--- config.mk ---
export PLATFORM = sky130hd
export DESIGN_NAME = adc_output_test_pattern
export DESIGN_NICKNAME = d
export VERILOG_FILES = /design/src/inc/adc_test_pattern_pkg.sv /design/src/inc/pattern_link_if.sv /design/src/rtl/pattern_gen.sv /design/src/rtl/adc_output_test_pattern.sv
export SDC_FILE = /design/constraint.sdc
export NUM_CORES = 1
export LEC_CHECK = 0
export ABC_AREA = 1
export BUFFER_PORTS_ARGS = -buffer_cell sky130_fd_sc_hd__buf_2
export CORE_MARGIN = 3
export CORE_UTILIZATION = 55
export CTS_CLUSTER_SIZE = 16
export DETAILED_ROUTE_END_ITERATION = 12
export GPL_ROUTABILITY_DRIVEN = 1
export GPL_TIMING_DRIVEN = 0
export PLACE_DENSITY = 0.85
export RECOVER_POWER = 25
export SETUP_SLACK_MARGIN = 0.02
export SKIP_CTS_REPAIR_TIMING = 1
export SYNTH_ARGS = -nofsm -noshare
export SYNTH_HDL_FRONTEND = slang
export SYNTH_SLANG_ARGS = --single-unit
--- constraint.sdc ---
create_clock -name clock_in -period 2.75 [get_ports clock_in]
set_clock_uncertainty 0.2 [all_clocks]
set_input_delay 0.1375 -clock clock_in [delete_from_list [all_inputs] [get_ports clock_in]]
set_output_delay 0.1375 -clock clock_in [all_outputs]
set_load 0.01 [all_outputs]
--- src/inc/adc_test_pattern_pkg.sv ---
// Purpose: Shared constants for the converter output and test-pattern block.
// Assumes: APB register map with 32-bit data, one register per aligned word.
// Notes: Pattern words and sequences are fixed by the output format.
package adc_test_pattern_pkg;
    localparam int ADDR_W = 8;
    localparam logic [7:0] ADDR_CONFIG = 8'h00;
    localparam logic [7:0] ADDR_STATUS = 8'h04;
    localparam logic [7:0] ADDR_MASK = 8'h08;
    localparam logic [7:0] ADDR_STATE = 8'h0C;

    localparam int CONFIG_W = 5;
    localparam int CFG_PATTERN_BIT = 0;
    localparam int CFG_DEMUX_BIT = 1;
    localparam int CFG_DDR_BIT = 2;
    localparam int CFG_EDGE0_BIT = 3;
    localparam int CFG_CLK2_BIT = 4;
    localparam logic [4:0] CONFIG_RESET = 5'h02;

    localparam int EVENT_W = 2;
    localparam int EV_CLIP_BIT = 0;
    localparam int EV_START_BIT = 1;
    localparam logic [1:0] STATUS_RESET = 2'h0;
    localparam logic [1:0] MASK_RESET = 2'h0;

    localparam int STATE_RUN_BIT = 0;
    localparam int STATE_HELD_BIT = 1;
    localparam int STATE_PATTERN_BIT = 2;

    localparam int WORD_W = 8;
    localparam int PORTS = 4;
    // Port order: 0 delayed Q, 1 delayed I, 2 Q, 3 I
    localparam logic [3:0][7:0] PATTERN_BASE = {8'h04, 8'h03, 8'h02, 8'h01};
    localparam logic [7:0] NONDEMUX_Q_BASE = 8'h01;
    localparam logic [7:0] NONDEMUX_I_BASE = 8'h02;
    localparam logic [3:0] DEMUX_LEN = 4'h5;
    localparam logic [3:0] NONDEMUX_LEN = 4'hA;
    // A one marks a complement word at that position of the cycle
    localparam logic [9:0] DEMUX_SEQ = 10'h00A;
    localparam logic [9:0] NONDEMUX_SEQ = 10'h132;

    localparam int CODE_MID = 128;
    localparam int CODE_TOP = 255;
    localparam logic [7:0] CODE_MIN = 8'h00;
    localparam logic [7:0] CODE_MAX = 8'hFF;

    localparam logic [2:0] RELEASE_DELAY_DDR0 = 3'h4;
    localparam logic [2:0] RELEASE_DELAY_OTHER = 3'h3;
endpackage : adc_test_pattern_pkg

--- src/inc/pattern_link_if.sv ---
// Purpose: Carries control and pattern words between the output block and its generator.
// Assumes: Both ends run on clock_in.
// Notes: Words are combinational from the generator's counters.
`timescale 1ns/1ps
interface pattern_link_if;
    logic step;
    logic restart;
    logic slip;
    logic demux;
    logic [3:0][7:0] words;
    logic flag_i;
    logic flag_q;
    modport gen (input step, input restart, input slip, input demux, output words, output flag_i, output flag_q);
    modport use_side (output step, output restart, output slip, output demux, input words, input flag_i,
        input flag_q);
endinterface : pattern_link_if

--- src/rtl/pattern_gen.sv ---
// Purpose: Test-pattern sequencer for the four output ports.
// Assumes: One step per output word; restart has priority over step.
// Notes: The Q pair may lag the I pair by one word after an unaligned start.
`timescale 1ns/1ps
module pattern_gen (
    input wire logic clock_in,
    input wire logic rstn_in,
    pattern_link_if.gen link
);
    logic [3:0] idx_i;
    logic [3:0] idx_q;
    logic hold_q;
    logic [3:0] len;
    logic [9:0] seq;
    logic [3:0] next_idx_i;
    logic [3:0] next_idx_q;

    assign len = link.demux ? adc_test_pattern_pkg::DEMUX_LEN : adc_test_pattern_pkg::NONDEMUX_LEN;
    assign seq = link.demux ? adc_test_pattern_pkg::DEMUX_SEQ : adc_test_pattern_pkg::NONDEMUX_SEQ;
    assign next_idx_i = (idx_i == len - 4'h1) ? 4'h0 : idx_i + 4'h1;
    assign next_idx_q = (idx_q == len - 4'h1) ? 4'h0 : idx_q + 4'h1;

    always_ff @(posedge clock_in) begin
        if (!rstn_in) begin
            idx_i <= 4'h0;
            idx_q <= 4'h0;
            hold_q <= 1'b0;
        end else if (link.restart) begin
            idx_i <= 4'h0;
            idx_q <= 4'h0;
            hold_q <= link.slip;
        end else if (link.step) begin
            idx_i <= next_idx_i;
            if (hold_q) begin
                hold_q <= 1'b0;
            end else begin
                idx_q <= next_idx_q;
            end
        end
    end

    assign link.flag_i = seq[idx_i];
    assign link.flag_q = seq[idx_q];

    // Odd ports belong to the I pair, even ports to the Q pair
    generate
        for (genvar p = 0; p < adc_test_pattern_pkg::PORTS; p++) begin : g_port
            logic [7:0] base;
            logic comp;
            always_comb begin
                comp = (p % 2 == 1) ? link.flag_i : link.flag_q;
                if (link.demux) begin
                    base = adc_test_pattern_pkg::PATTERN_BASE[p];
                end else if (p == 2) begin
                    base = adc_test_pattern_pkg::NONDEMUX_Q_BASE;
                end else if (p == 3) begin
                    base = adc_test_pattern_pkg::NONDEMUX_I_BASE;
                end else begin
                    base = 8'h00;
                end
            end
            assign link.words[p] = (comp && (link.demux || p >= 2)) ? ~base : base;
        end
    endgenerate
endmodule : pattern_gen

--- src/rtl/adc_output_test_pattern.sv ---
// Purpose: Output-side logic of a dual 8-bit converter: code mapping, clipping and test pattern.
// Assumes: Sample clock and output-clock reset arrive as pins; converter values on clock_in.
// Notes: Registers over APB; pready answers one cycle into the access phase.
// Notes on behaviour
// - pattern enable replaces converter data everywhere
// - each port shows its word or its complement
// - demux base words 01h..04h, flag follows
// - demux cycle of five, ports together
// - non-demux uses Q and I only
// - non-demux cycle of ten words
// - unaligned start may slip Q pair
// - pattern starts when clock reset releases
// - pattern at full rate outside demux; in demux it steps on every second sample rise
// - output codes are offset binary
// - overrange saturates, never wraps
// - out-of-range high while beyond full scale
// - differential flag, or second clock
// - release caught on sample falling edge
// - clock resumes after three or four cycles
//
// Our own choices: register access over APB and the register addresses.
`timescale 1ns/1ps
module adc_output_test_pattern #(
    parameter int SAMPLE_W = 10
) (
    input wire logic clock_in,
    input wire logic rstn_in,
    input wire logic psel_in,
    input wire logic penable_in,
    input wire logic pwrite_in,
    input wire logic [7:0] paddr_in,
    input wire logic [31:0] pwdata_in,
    output logic [31:0] prdata_out,
    output logic pready_out,
    output logic pslverr_out,
    input wire logic sample_clock_in,
    input wire logic output_clock_reset_in,
    input wire logic signed [SAMPLE_W-1:0] conv_i_in,
    input wire logic signed [SAMPLE_W-1:0] conv_q_in,
    output logic [7:0] delayed_q_port_out,
    output logic [7:0] delayed_i_port_out,
    output logic [7:0] q_port_out,
    output logic [7:0] i_port_out,
    output logic out_of_range_p_out,
    output logic out_of_range_n_out,
    output logic forwarded_output_clock_out,
    output logic irq_out
);
    typedef enum {ST_HELD, ST_WAIT_FALL, ST_DELAY, ST_RUN} release_state_type;

    release_state_type state;
    logic [1:0] sync1;
    logic [1:0] sync2;
    logic [1:0] sync3;
    logic [1:0] level;
    logic [1:0] level_d;
    logic sample_rise;
    logic sample_fall;
    logic clock_reset_held;
    logic [4:0] config_reg;
    logic [1:0] status;
    logic [1:0] mask;
    logic [2:0] delay_cnt;
    logic [2:0] delay_target;
    logic demux_phase;
    logic step;
    logic release_done;
    logic pattern_on;
    logic pattern_en_d;
    logic live_start;
    logic [8:0] map_i;
    logic [8:0] map_q;
    logic [8:0] held_i;
    logic [8:0] held_q;
    logic word_clip;
    logic access;
    logic bus_write;
    logic mapped;
    logic [31:0] next_rdata;

    pattern_link_if link ();

    pattern_gen u_pattern_gen (
        .clock_in(clock_in),
        .rstn_in(rstn_in),
        .link(link)
    );

    // Bit 8 flags a clipped value, bits 7:0 hold the code
    function automatic logic [8:0] map_code(input logic signed [SAMPLE_W-1:0] v);
        logic signed [SAMPLE_W:0] sum;
        sum = SAMPLE_W'(v) + (SAMPLE_W + 1)'(adc_test_pattern_pkg::CODE_MID);
        if (sum < 0) begin
            map_code = {1'b1, adc_test_pattern_pkg::CODE_MIN};
        end else if (sum > (SAMPLE_W + 1)'(adc_test_pattern_pkg::CODE_TOP)) begin
            map_code = {1'b1, adc_test_pattern_pkg::CODE_MAX};
        end else begin
            map_code = {1'b0, sum[7:0]};
        end
    endfunction : map_code

    // Three-stage synchronisers; a level counts once stages two and three agree
    generate
        for (genvar s = 0; s < 2; s++) begin : g_sync
            always_ff @(posedge clock_in) begin
                if (!rstn_in) begin
                    sync1[s] <= 1'b0;
                    sync2[s] <= 1'b0;
                    sync3[s] <= 1'b0;
                    level[s] <= 1'b0;
                    level_d[s] <= 1'b0;
                end else begin
                    sync1[s] <= s == 0 ? sample_clock_in : output_clock_reset_in;
                    sync2[s] <= sync1[s];
                    sync3[s] <= sync2[s];
                    if (sync2[s] == sync3[s]) begin
                        level[s] <= sync3[s];
                    end
                    level_d[s] <= level[s];
                end
            end
        end
    endgenerate

    assign sample_rise = level[0] && !level_d[0];
    assign sample_fall = !level[0] && level_d[0];
    assign clock_reset_held = level[1];

    assign pattern_on = config_reg[adc_test_pattern_pkg::CFG_PATTERN_BIT];
    assign delay_target = (config_reg[adc_test_pattern_pkg::CFG_DEMUX_BIT] && config_reg[adc_test_pattern_pkg::CFG_DDR_BIT]
        && config_reg[adc_test_pattern_pkg::CFG_EDGE0_BIT]) ? adc_test_pattern_pkg::RELEASE_DELAY_DDR0
        : adc_test_pattern_pkg::RELEASE_DELAY_OTHER;
    assign release_done = (state == ST_DELAY) && sample_rise && (delay_cnt == delay_target - 3'h1);
    // Enabling outside clock reset starts at once, so the pairs may land one word apart
    assign live_start = pattern_on && !pattern_en_d && (state == ST_RUN);
    assign step = (state == ST_RUN) && sample_rise
        && (!config_reg[adc_test_pattern_pkg::CFG_DEMUX_BIT] || demux_phase);

    assign link.step = step;
    assign link.restart = release_done || live_start;
    assign link.slip = live_start;
    assign link.demux = config_reg[adc_test_pattern_pkg::CFG_DEMUX_BIT];

    // Release of the output-clock reset
    always_ff @(posedge clock_in) begin
        if (!rstn_in) begin
            state <= ST_RUN;
            delay_cnt <= 3'h0;
        end else if (clock_reset_held) begin
            state <= ST_HELD;
            delay_cnt <= 3'h0;
        end else begin
            case (state)
                ST_HELD: begin
                    state <= ST_WAIT_FALL;
                end
                ST_WAIT_FALL: begin
                    if (sample_fall) begin
                        state <= ST_DELAY;
                    end
                end
                ST_DELAY: begin
                    if (release_done) begin
                        state <= ST_RUN;
                    end else if (sample_rise) begin
                        delay_cnt <= delay_cnt + 3'h1;
                    end
                end
                ST_RUN: begin
                    delay_cnt <= 3'h0;
                end
                default: begin
                    state <= ST_RUN;
                end
            endcase
        end
    end

    // Demux pairs two samples into one output word
    always_ff @(posedge clock_in) begin
        if (!rstn_in) begin
            demux_phase <= 1'b0;
            pattern_en_d <= 1'b0;
            held_i <= 9'h000;
            held_q <= 9'h000;
        end else begin
            pattern_en_d <= pattern_on;
            if (state != ST_RUN) begin
                demux_phase <= 1'b0;
            end else if (sample_rise) begin
                demux_phase <= !demux_phase;
                if (!demux_phase) begin
                    held_i <= map_code(conv_i_in);
                    held_q <= map_code(conv_q_in);
                end
            end
        end
    end

    assign map_i = map_code(conv_i_in);
    assign map_q = map_code(conv_q_in);
    assign word_clip = map_i[8] || map_q[8]
        || (config_reg[adc_test_pattern_pkg::CFG_DEMUX_BIT] && (held_i[8] || held_q[8]));

    // Output ports, out-of-range line and forwarded clock
    always_ff @(posedge clock_in) begin
        if (!rstn_in) begin
            delayed_q_port_out <= 8'h00;
            delayed_i_port_out <= 8'h00;
            q_port_out <= 8'h00;
            i_port_out <= 8'h00;
            out_of_range_p_out <= 1'b0;
            out_of_range_n_out <= 1'b1;
            forwarded_output_clock_out <= 1'b0;
        end else begin
            if (step) begin
                if (pattern_on) begin
                    delayed_q_port_out <= link.words[0];
                    delayed_i_port_out <= link.words[1];
                    q_port_out <= link.words[2];
                    i_port_out <= link.words[3];
                end else begin
                    q_port_out <= map_q[7:0];
                    i_port_out <= map_i[7:0];
                    delayed_q_port_out <= config_reg[adc_test_pattern_pkg::CFG_DEMUX_BIT] ? held_q[7:0] : 8'h00;
                    delayed_i_port_out <= config_reg[adc_test_pattern_pkg::CFG_DEMUX_BIT] ? held_i[7:0] : 8'h00;
                end
            end
            if (state != ST_RUN) begin
                forwarded_output_clock_out <= 1'b0;
            end else if (config_reg[adc_test_pattern_pkg::CFG_DDR_BIT]) begin
                if (step) begin
                    forwarded_output_clock_out <= !forwarded_output_clock_out;
                end
            end else if (step) begin
                forwarded_output_clock_out <= 1'b1;
            end else if (sample_fall) begin
                forwarded_output_clock_out <= 1'b0;
            end
            if (config_reg[adc_test_pattern_pkg::CFG_CLK2_BIT]) begin
                out_of_range_p_out <= forwarded_output_clock_out;
                out_of_range_n_out <= !forwarded_output_clock_out;
            end else if (step) begin
                out_of_range_p_out <= pattern_on ? link.flag_i : word_clip;
                out_of_range_n_out <= pattern_on ? !link.flag_i : !word_clip;
            end
        end
    end

    // APB slave: the answer comes one cycle into the access phase
    assign access = psel_in && penable_in && !pready_out;
    assign bus_write = psel_in && penable_in && pready_out && pwrite_in;
    assign mapped = paddr_in == adc_test_pattern_pkg::ADDR_CONFIG || paddr_in == adc_test_pattern_pkg::ADDR_STATUS
        || paddr_in == adc_test_pattern_pkg::ADDR_MASK || paddr_in == adc_test_pattern_pkg::ADDR_STATE;

    always_comb begin
        next_rdata = 32'h0000_0000;
        case (paddr_in)
            adc_test_pattern_pkg::ADDR_CONFIG: next_rdata[4:0] = config_reg;
            adc_test_pattern_pkg::ADDR_STATUS: next_rdata[1:0] = status;
            adc_test_pattern_pkg::ADDR_MASK: next_rdata[1:0] = mask;
            adc_test_pattern_pkg::ADDR_STATE: begin
                next_rdata[adc_test_pattern_pkg::STATE_RUN_BIT] = state == ST_RUN;
                next_rdata[adc_test_pattern_pkg::STATE_HELD_BIT] = clock_reset_held;
                next_rdata[adc_test_pattern_pkg::STATE_PATTERN_BIT] = pattern_on;
            end
            default: next_rdata = 32'h0000_0000;
        endcase
    end

    always_ff @(posedge clock_in) begin
        if (!rstn_in) begin
            pready_out <= 1'b0;
            pslverr_out <= 1'b0;
            prdata_out <= 32'h0000_0000;
        end else begin
            pready_out <= access;
            pslverr_out <= access && !mapped;
            prdata_out <= (access && !pwrite_in) ? next_rdata : 32'h0000_0000;
        end
    end

    always_ff @(posedge clock_in) begin
        if (!rstn_in) begin
            config_reg <= adc_test_pattern_pkg::CONFIG_RESET;
            mask <= adc_test_pattern_pkg::MASK_RESET;
        end else if (bus_write) begin
            if (paddr_in == adc_test_pattern_pkg::ADDR_CONFIG) begin
                config_reg <= pwdata_in[4:0];
            end
            if (paddr_in == adc_test_pattern_pkg::ADDR_MASK) begin
                mask <= pwdata_in[1:0];
            end
        end
    end

    // Sticky events: a set in the clearing cycle survives
    always_ff @(posedge clock_in) begin
        if (!rstn_in) begin
            status <= adc_test_pattern_pkg::STATUS_RESET;
            irq_out <= 1'b0;
        end else begin
            status[adc_test_pattern_pkg::EV_CLIP_BIT] <= (step && !pattern_on && word_clip)
                || (status[adc_test_pattern_pkg::EV_CLIP_BIT] && !(bus_write
                && paddr_in == adc_test_pattern_pkg::ADDR_STATUS && pwdata_in[adc_test_pattern_pkg::EV_CLIP_BIT]));
            status[adc_test_pattern_pkg::EV_START_BIT] <= (link.restart && pattern_on)
                || (status[adc_test_pattern_pkg::EV_START_BIT] && !(bus_write
                && paddr_in == adc_test_pattern_pkg::ADDR_STATUS && pwdata_in[adc_test_pattern_pkg::EV_START_BIT]));
            irq_out <= |(status & mask);
        end
    end
endmodule : adc_output_test_pattern

# Word level (Yosys, flattened, before mapping)
# Index checks and enable logic that the tools add are counted.
[op_classes]
eq_ne = 22
n_addsub = 7
magnitude_cmp = 6
n_reduce_logical = 71
n_bitwise = 10
n_mux = 48
[op_table]
columns = ["cell", "count"]
rows = [
  ["32-bit case mux with 4 select lines", 1],
  ["8-bit 2-to-1 mux", 10],
  ["32-bit by 2-bit == test with 1-bit output (second input constant)", 2],
  ["32-bit by 3-bit == test with 1-bit output (second input constant)", 2],
  ["32-bit 2-to-1 mux", 2],
  ["9-bit 2-to-1 mux", 5],
  ["32-bit by 1-bit == test with 1-bit output (second input constant)", 1],
  ["32-bit zero test", 1],
  ["32-bit by 3-bit inequality test with 1-bit output (second input constant)", 1],
  ["1-bit logical AND", 27],
  ["10-bit by 9-bit adder with 11-bit output (second input constant)", 2],
  ["11-bit by 9-bit > comparator with 1-bit output (second input constant)", 2],
  ["11-bit by 1-bit < comparator with 1-bit output (second input constant)", 2],
  ["8-bit by 4-bit == test with 1-bit output (second input constant)", 2],
  ["2-bit inverter with 8-bit output", 2],
  ["1-bit 2-to-1 mux", 15],
  ["3-bit AND reduction", 5],
  ["1-bit zero test", 14],
  ["3-bit 2-to-1 mux", 4],
  ["4-bit 2-to-1 mux", 3],
  ["1-bit logical OR", 10],
  ["4-bit by 5-bit < comparator with 1-bit output (second input constant)", 2],
  ["2-bit inequality test (second input constant)", 5],
  ["2-bit AND reduction", 5],
  ["22 further kinds", 39],
]
[word_totals]
input_bits = 67
word_cells = 199
reg_bits = 152
output_inout_bits = 70

# Longest topological paths before layout
[logic_depth]
depth_word = 10
mapped_depth = 11
mapped_depth_nobuf = 11

# Cells and area by module
# A second synthesis with hierarchy kept.
[hier_totals]
cells_unflattened = 680
area_unflattened_um2 = 5001.0
[by_module_without_submodules]
columns = ["mod", "seq_area_each_um2", "instances", "cells_per_inst", "area_each_um2"]
rows = [
  ["adc_output_test_pattern", 1721.7, 1, 543, 4067.7],
  ["pattern_gen", 180.2, 1, 137, 933.4],
]

# Worst setup path before layout
# OpenSTA, ideal clock, no wires.
[synth_timing]
path_kind = "reg-to-reg"
from = "register config_reg[1]"
to = "register i_port_out[1]"
period_less_slack_ns = 1.898
n_path_buf = 0
setup_slack_ns = 0.852
arrival_ns = 1.581
t_required_ns = 2.433
setup_ns = 0.117
path_stages_with_launch = 9
cell_sequence = "dfxtp_1 -> ha_1 -> nand2_1 -> a21oi_1 -> nand3_1 -> ha_1 -> a21oi_2 -> o21a_1 -> nor2_1"
[synth_via]
elab_chain_len = 5
word_cells_on_any_way = 10
cone_classes = "6 x mux; 1 x bitwise; 3 x reduce/logical"
[synth_rtl]
columns = ["element", "line_no", "source"]
rows = [
  ["start, declared", "adc_output_test_pattern.sv:60", "logic [4:0] config_reg;"],
  ["start signal, assigned", "adc_output_test_pattern.sv:285", "config_reg <= adc_test_pattern_pkg::CONFIG_RESET;"],
  ["start signal, assigned", "adc_output_test_pattern.sv:289", "config_reg <= pwdata_in[4:0];"],
  ["9-bit 2-to-1 mux", "pattern_gen.sv:19", "assign seq = link.demux ? adc_test_pattern_pkg::DEMUX_SEQ : adc_test_pattern_pkg::NONDEMUX_SEQ;"],
  ["1-bit binary-select mux with 4-bit select", "pattern_gen.sv:42", "assign link.flag_i = seq[idx_i];"],
  ["1-bit 2-to-1 mux (implied by the code)", "pattern_gen.sv:42", ""],
  ["8-bit 2-to-1 mux", "pattern_gen.sv:62", "assign link.words[p] = (comp && (link.demux || p >= 2)) ? ~base : base;"],
  ["8-bit 2-to-1 mux", "adc_output_test_pattern.sv:217", "if (pattern_on) begin"],
  ["end signal, assigned", "adc_output_test_pattern.sv:221", "i_port_out <= link.words[3];"],
  ["end signal, assigned", "adc_output_test_pattern.sv:224", "i_port_out <= map_i[7:0];"],
  ["end, declared", "adc_output_test_pattern.sv:43", "output logic [7:0] i_port_out,"],
]
# Parallel ways exist; a longest one is shown, timed or not. The select of a mux whose other input is x is not followed.
# A chain may end at the register's enable or synchronous reset.

# Final worst setup path
[layout_timing]
from = "input paddr_in[1]"
to = "register prdata_out[0]"
[layout_via]
elab_chain_len = 2
word_cells_on_any_way = 5
cone_classes = "3 x eq/ne; 1 x mux; 1 x reduce/logical"
[layout_rtl]
columns = ["element", "line_no", "source"]
rows = [
  ["start, declared", "adc_output_test_pattern.sv:31", "input wire logic [7:0] paddr_in,"],
  ["8-bit by 4-bit == test with 1-bit output (tied with other cells)", "adc_output_test_pattern.sv:258", "case (paddr_in)"],
  ["2-bit case mux with 4 select lines *", "adc_output_test_pattern.sv:258", ""],
  ["end signal, assigned", "adc_output_test_pattern.sv:279", "prdata_out <= (access && !pwrite_in) ? next_rdata : 32'h0000_0000;"],
  ["end, declared", "adc_output_test_pattern.sv:33", "output logic [31:0] prdata_out,"],
]
# Mark *: on every way between the ends. The rest lies on a longest branch, timed or not.

==> out/metrics.csv <==
metric,value,unit
synth-seq-area-share,0.416,
core-area,0.00789,mm²
syn_to_final_growth,21.6,%
maxCapViolCount,0,
synth-edff-count,0,
die_h,97.2,µm
p_comb_frac,0.091,
crit_path_end_kind,register,
min_period,2.39,ns
hold_ws,-0.0375,ns
grt_max_degree,16,
outcome,finished with violations,
post-route-util,0.706,
relSlewSlack,0.578,
ys_warn_count,0,
num_rows,32,
drive_gt1_frac,0.170,
cts-htree-levels,3,
synth_mux_area_frac,0,
finalNetCount,838,
tns,0,ns
critPathMaxFanout,4,
initial_utilization,0.580,
io_pins,137,
synth_compound_area_frac,0.179,
yosys.area_share.xor_xnor,0.0115,
violations,negative hold slack,
wirelength,12100,µm
ant_nets,0,
clockRootBuffer,clkbuf_8,
cts_sinks,95,
dr_total_vias,4642,
async_flop_share,0,
crit_family,buffers and inverters,
vias_per_cell,5.38,
cp.buffers_inverters,4,
switching_share,0.250,
rsz0062_at_grt,false,
power.leakage,2.59,nW
powerDensity,433,mW/mm²
cts_buffer_depth,2,
wire_per_inst,14.0,µm
worst_slew_pin_slew,0.634,ns
antenna_found_initial,0,
peakVddDrop,0.287,mV
ys_seq_elements,95,
synth_cell_types,41,
slowest_delay,0.62,ns
avgSynthCellArea,7.44,µm²
grt_util_met2,0.429,
dpl.hpwl,8860,µm
die-area,0.00945,mm²
synth_top_family_by_area,simple AND/OR/NAND/NOR gates,
hold_path.class,in2reg,
setup_viol,0,
met1_usage,0.292,
slowest_stage,dlygate4sd3_1,
clkTransAtPathRegs,0.09,ns
cts_buffers,9,
gr-total-overflow,0,
grt_pass1_vias,4163,
start_kind,primary input,
synth-simple-area-share,0.227,
cpMostUsedCell,dlygate4sd3_1,
first_pass_iters,5,
cts_tree,done,
antenna_cells,0,
ys_dominant_reg_cell,dfxtp_1,
report.final.slew_viol_count,0,
finalCritPeriodShare,0.869,
max_freq,0.419,GHz
grt_pass1_wl,19000,µm
grt-busiest-layer,met2,
synth.largest_area_cell,dfxtp_1,
post-route-drc-count,0,
crit_chain,dlygate4sd3_1 > buf_2 > nor2_2 > dlygate4sd3_1 > nand3_1 > a41oi_1 > dlygate4sd3_1,
port_buffers,82,
clkPwrFrac,0.334,
syn_inst,615,
synth_fa_ha_area_frac,0.0410,
gp_congestion,0.902,
use_met3,0.0524,
reg_top3,"held_i (9), held_q (9)",
finalHoldViolCount,10,
die_x,97.2,µm
intPower,1.81,mW
p_sw,603,µW
crit_type,in2reg,
grt_usage,0.242,
synth_top_area_share,0.416,
clock_latency,0.37,ns
required,2.86,ns
yosys-top-cells-area,"dfxtp_1 (42%), nand2_1 (8.0%), o21ai_0 (7.3%)",
seqPwrFrac,0.575,
syn-cell-area,0.00458,mm²
cp.arrival,2.50,ns
drt-initial-drc-count,279,
==> final timing paths <==
kind                         startpoint                                 end  slack (ns)  cells past startpoint
max                         paddr_in[1]            prdata_out[0]$_SDFF_PN0_        0.36                      7
min                        conv_i_in[6]              held_i[6]$_SDFFE_PN0P_       -0.04                      3
max reg2reg  config_reg[1]$_SDFFE_PN1P_  delayed_q_port_out[5]$_SDFFE_PN0P_        0.40                      9
min reg2reg         sync1[1]$_SDFF_PN0_                 sync2[1]$_SDFF_PN0_        0.23                      2
==> tightest hold or removal path, stage by stage <==
cell	delay, ns
buf_2	0.09
o21ai_0	0.13
a21oi_1	0.14
==> placed cells by master, fill, tap and decap left out, types with 6 or more instances in the layout <==
cell           instances
a31oi_1               16
inv_1                 61
buf_2                 64
nand3_1               47
clkbuf_8               9
nand4_1                9
nor2_1                56
a21oi_1               46
conb_1                27
dlygate4sd3_1         22
o21ai_0               67
nand2_1               98
ha_1                  15
dfxtp_1               95
o21ai_1                6
buf_4                 28
clkbuf_1              41
==> power by group through the flow <==
stage	sequential, mW	combinational [mW]	clock (mW)
after CTS	1.38	0.192	0.811
final	1.38	0.219	0.805
after detailed placement	1.42	0.191	0
after global placement	1.42	0.187	0
after floorplan	1.42	0.129	0
after global routing	1.38	0.244	0.865
==> Yosys cell counts (2+ instances only) <==
cell type  number
a21oi_1        46
a21oi_2         3
a31oi_1        16
a41oi_1         2
buf_2           8
buf_4          28
buf_6           2
clkbuf_1       13
dfxtp_1        95
ha_1           15
inv_1          61
inv_2           5
nand2_1        98
nand2_4         2
nand3_1        47
nand3b_1        4
nand4_1         9
nor2_1         56
nor2_2          3
nor2_4          2
nor3_1          2
nor4_1          2
o21ai_0        67
o21ai_1         6
o21bai_1        3
xnor2_1         2
xor2_1          4
==> area by class of cell <==
cell class / instances / area, µm²
Fill cell: 669 / 2320
Multi-Input combinational cell: 428 / 2200
Sequential cell: 95 / 1900
Timing Repair Buffer: 104 / 598
Buffer: 51 / 322
Inverter: 67 / 251
Clock buffer: 11 / 131
Tap cell: 102 / 128
Clock inverter: 5 / 35.0
==> metrics by stage <==
stage	hold WS, ns	worst slack, ns	power (mW)	instance area (µm²)	std cells
3_3_place_gp	0.119	0.537	1.60	5210	825
4_1_cts	-0.257	0.445	2.39	5380	841
5_1_grt	0.00628	0.213	2.49	5570	863
2_1_floorplan	0.0351	0.852	1.55	4670	641
6_report	-0.0375	0.361	2.41	5570	863
3_5_place_dp	0.124	0.493	1.61	5210	825
==> logic make-up after synthesis <==
logic type / Yosys count
xor+xnor: 6
flops: 95
other cells: 1
fa+ha+maj: 15
buf+inv: 118
simple gates: 230
compound gates: 150
==> metal layers <==
layer | part of all wire | wire (µm) | vias to the layer above
li1 | - | - | 2264
met1 | 0.40 | 4810 | 2122
met2 | 0.49 | 5980 | 235
met3 | 0.092 | 1110 | 21
met4 | 0.016 | 197 | 0
met5 | 0 | 0 | -
Power figures use the tool's default switching activity.
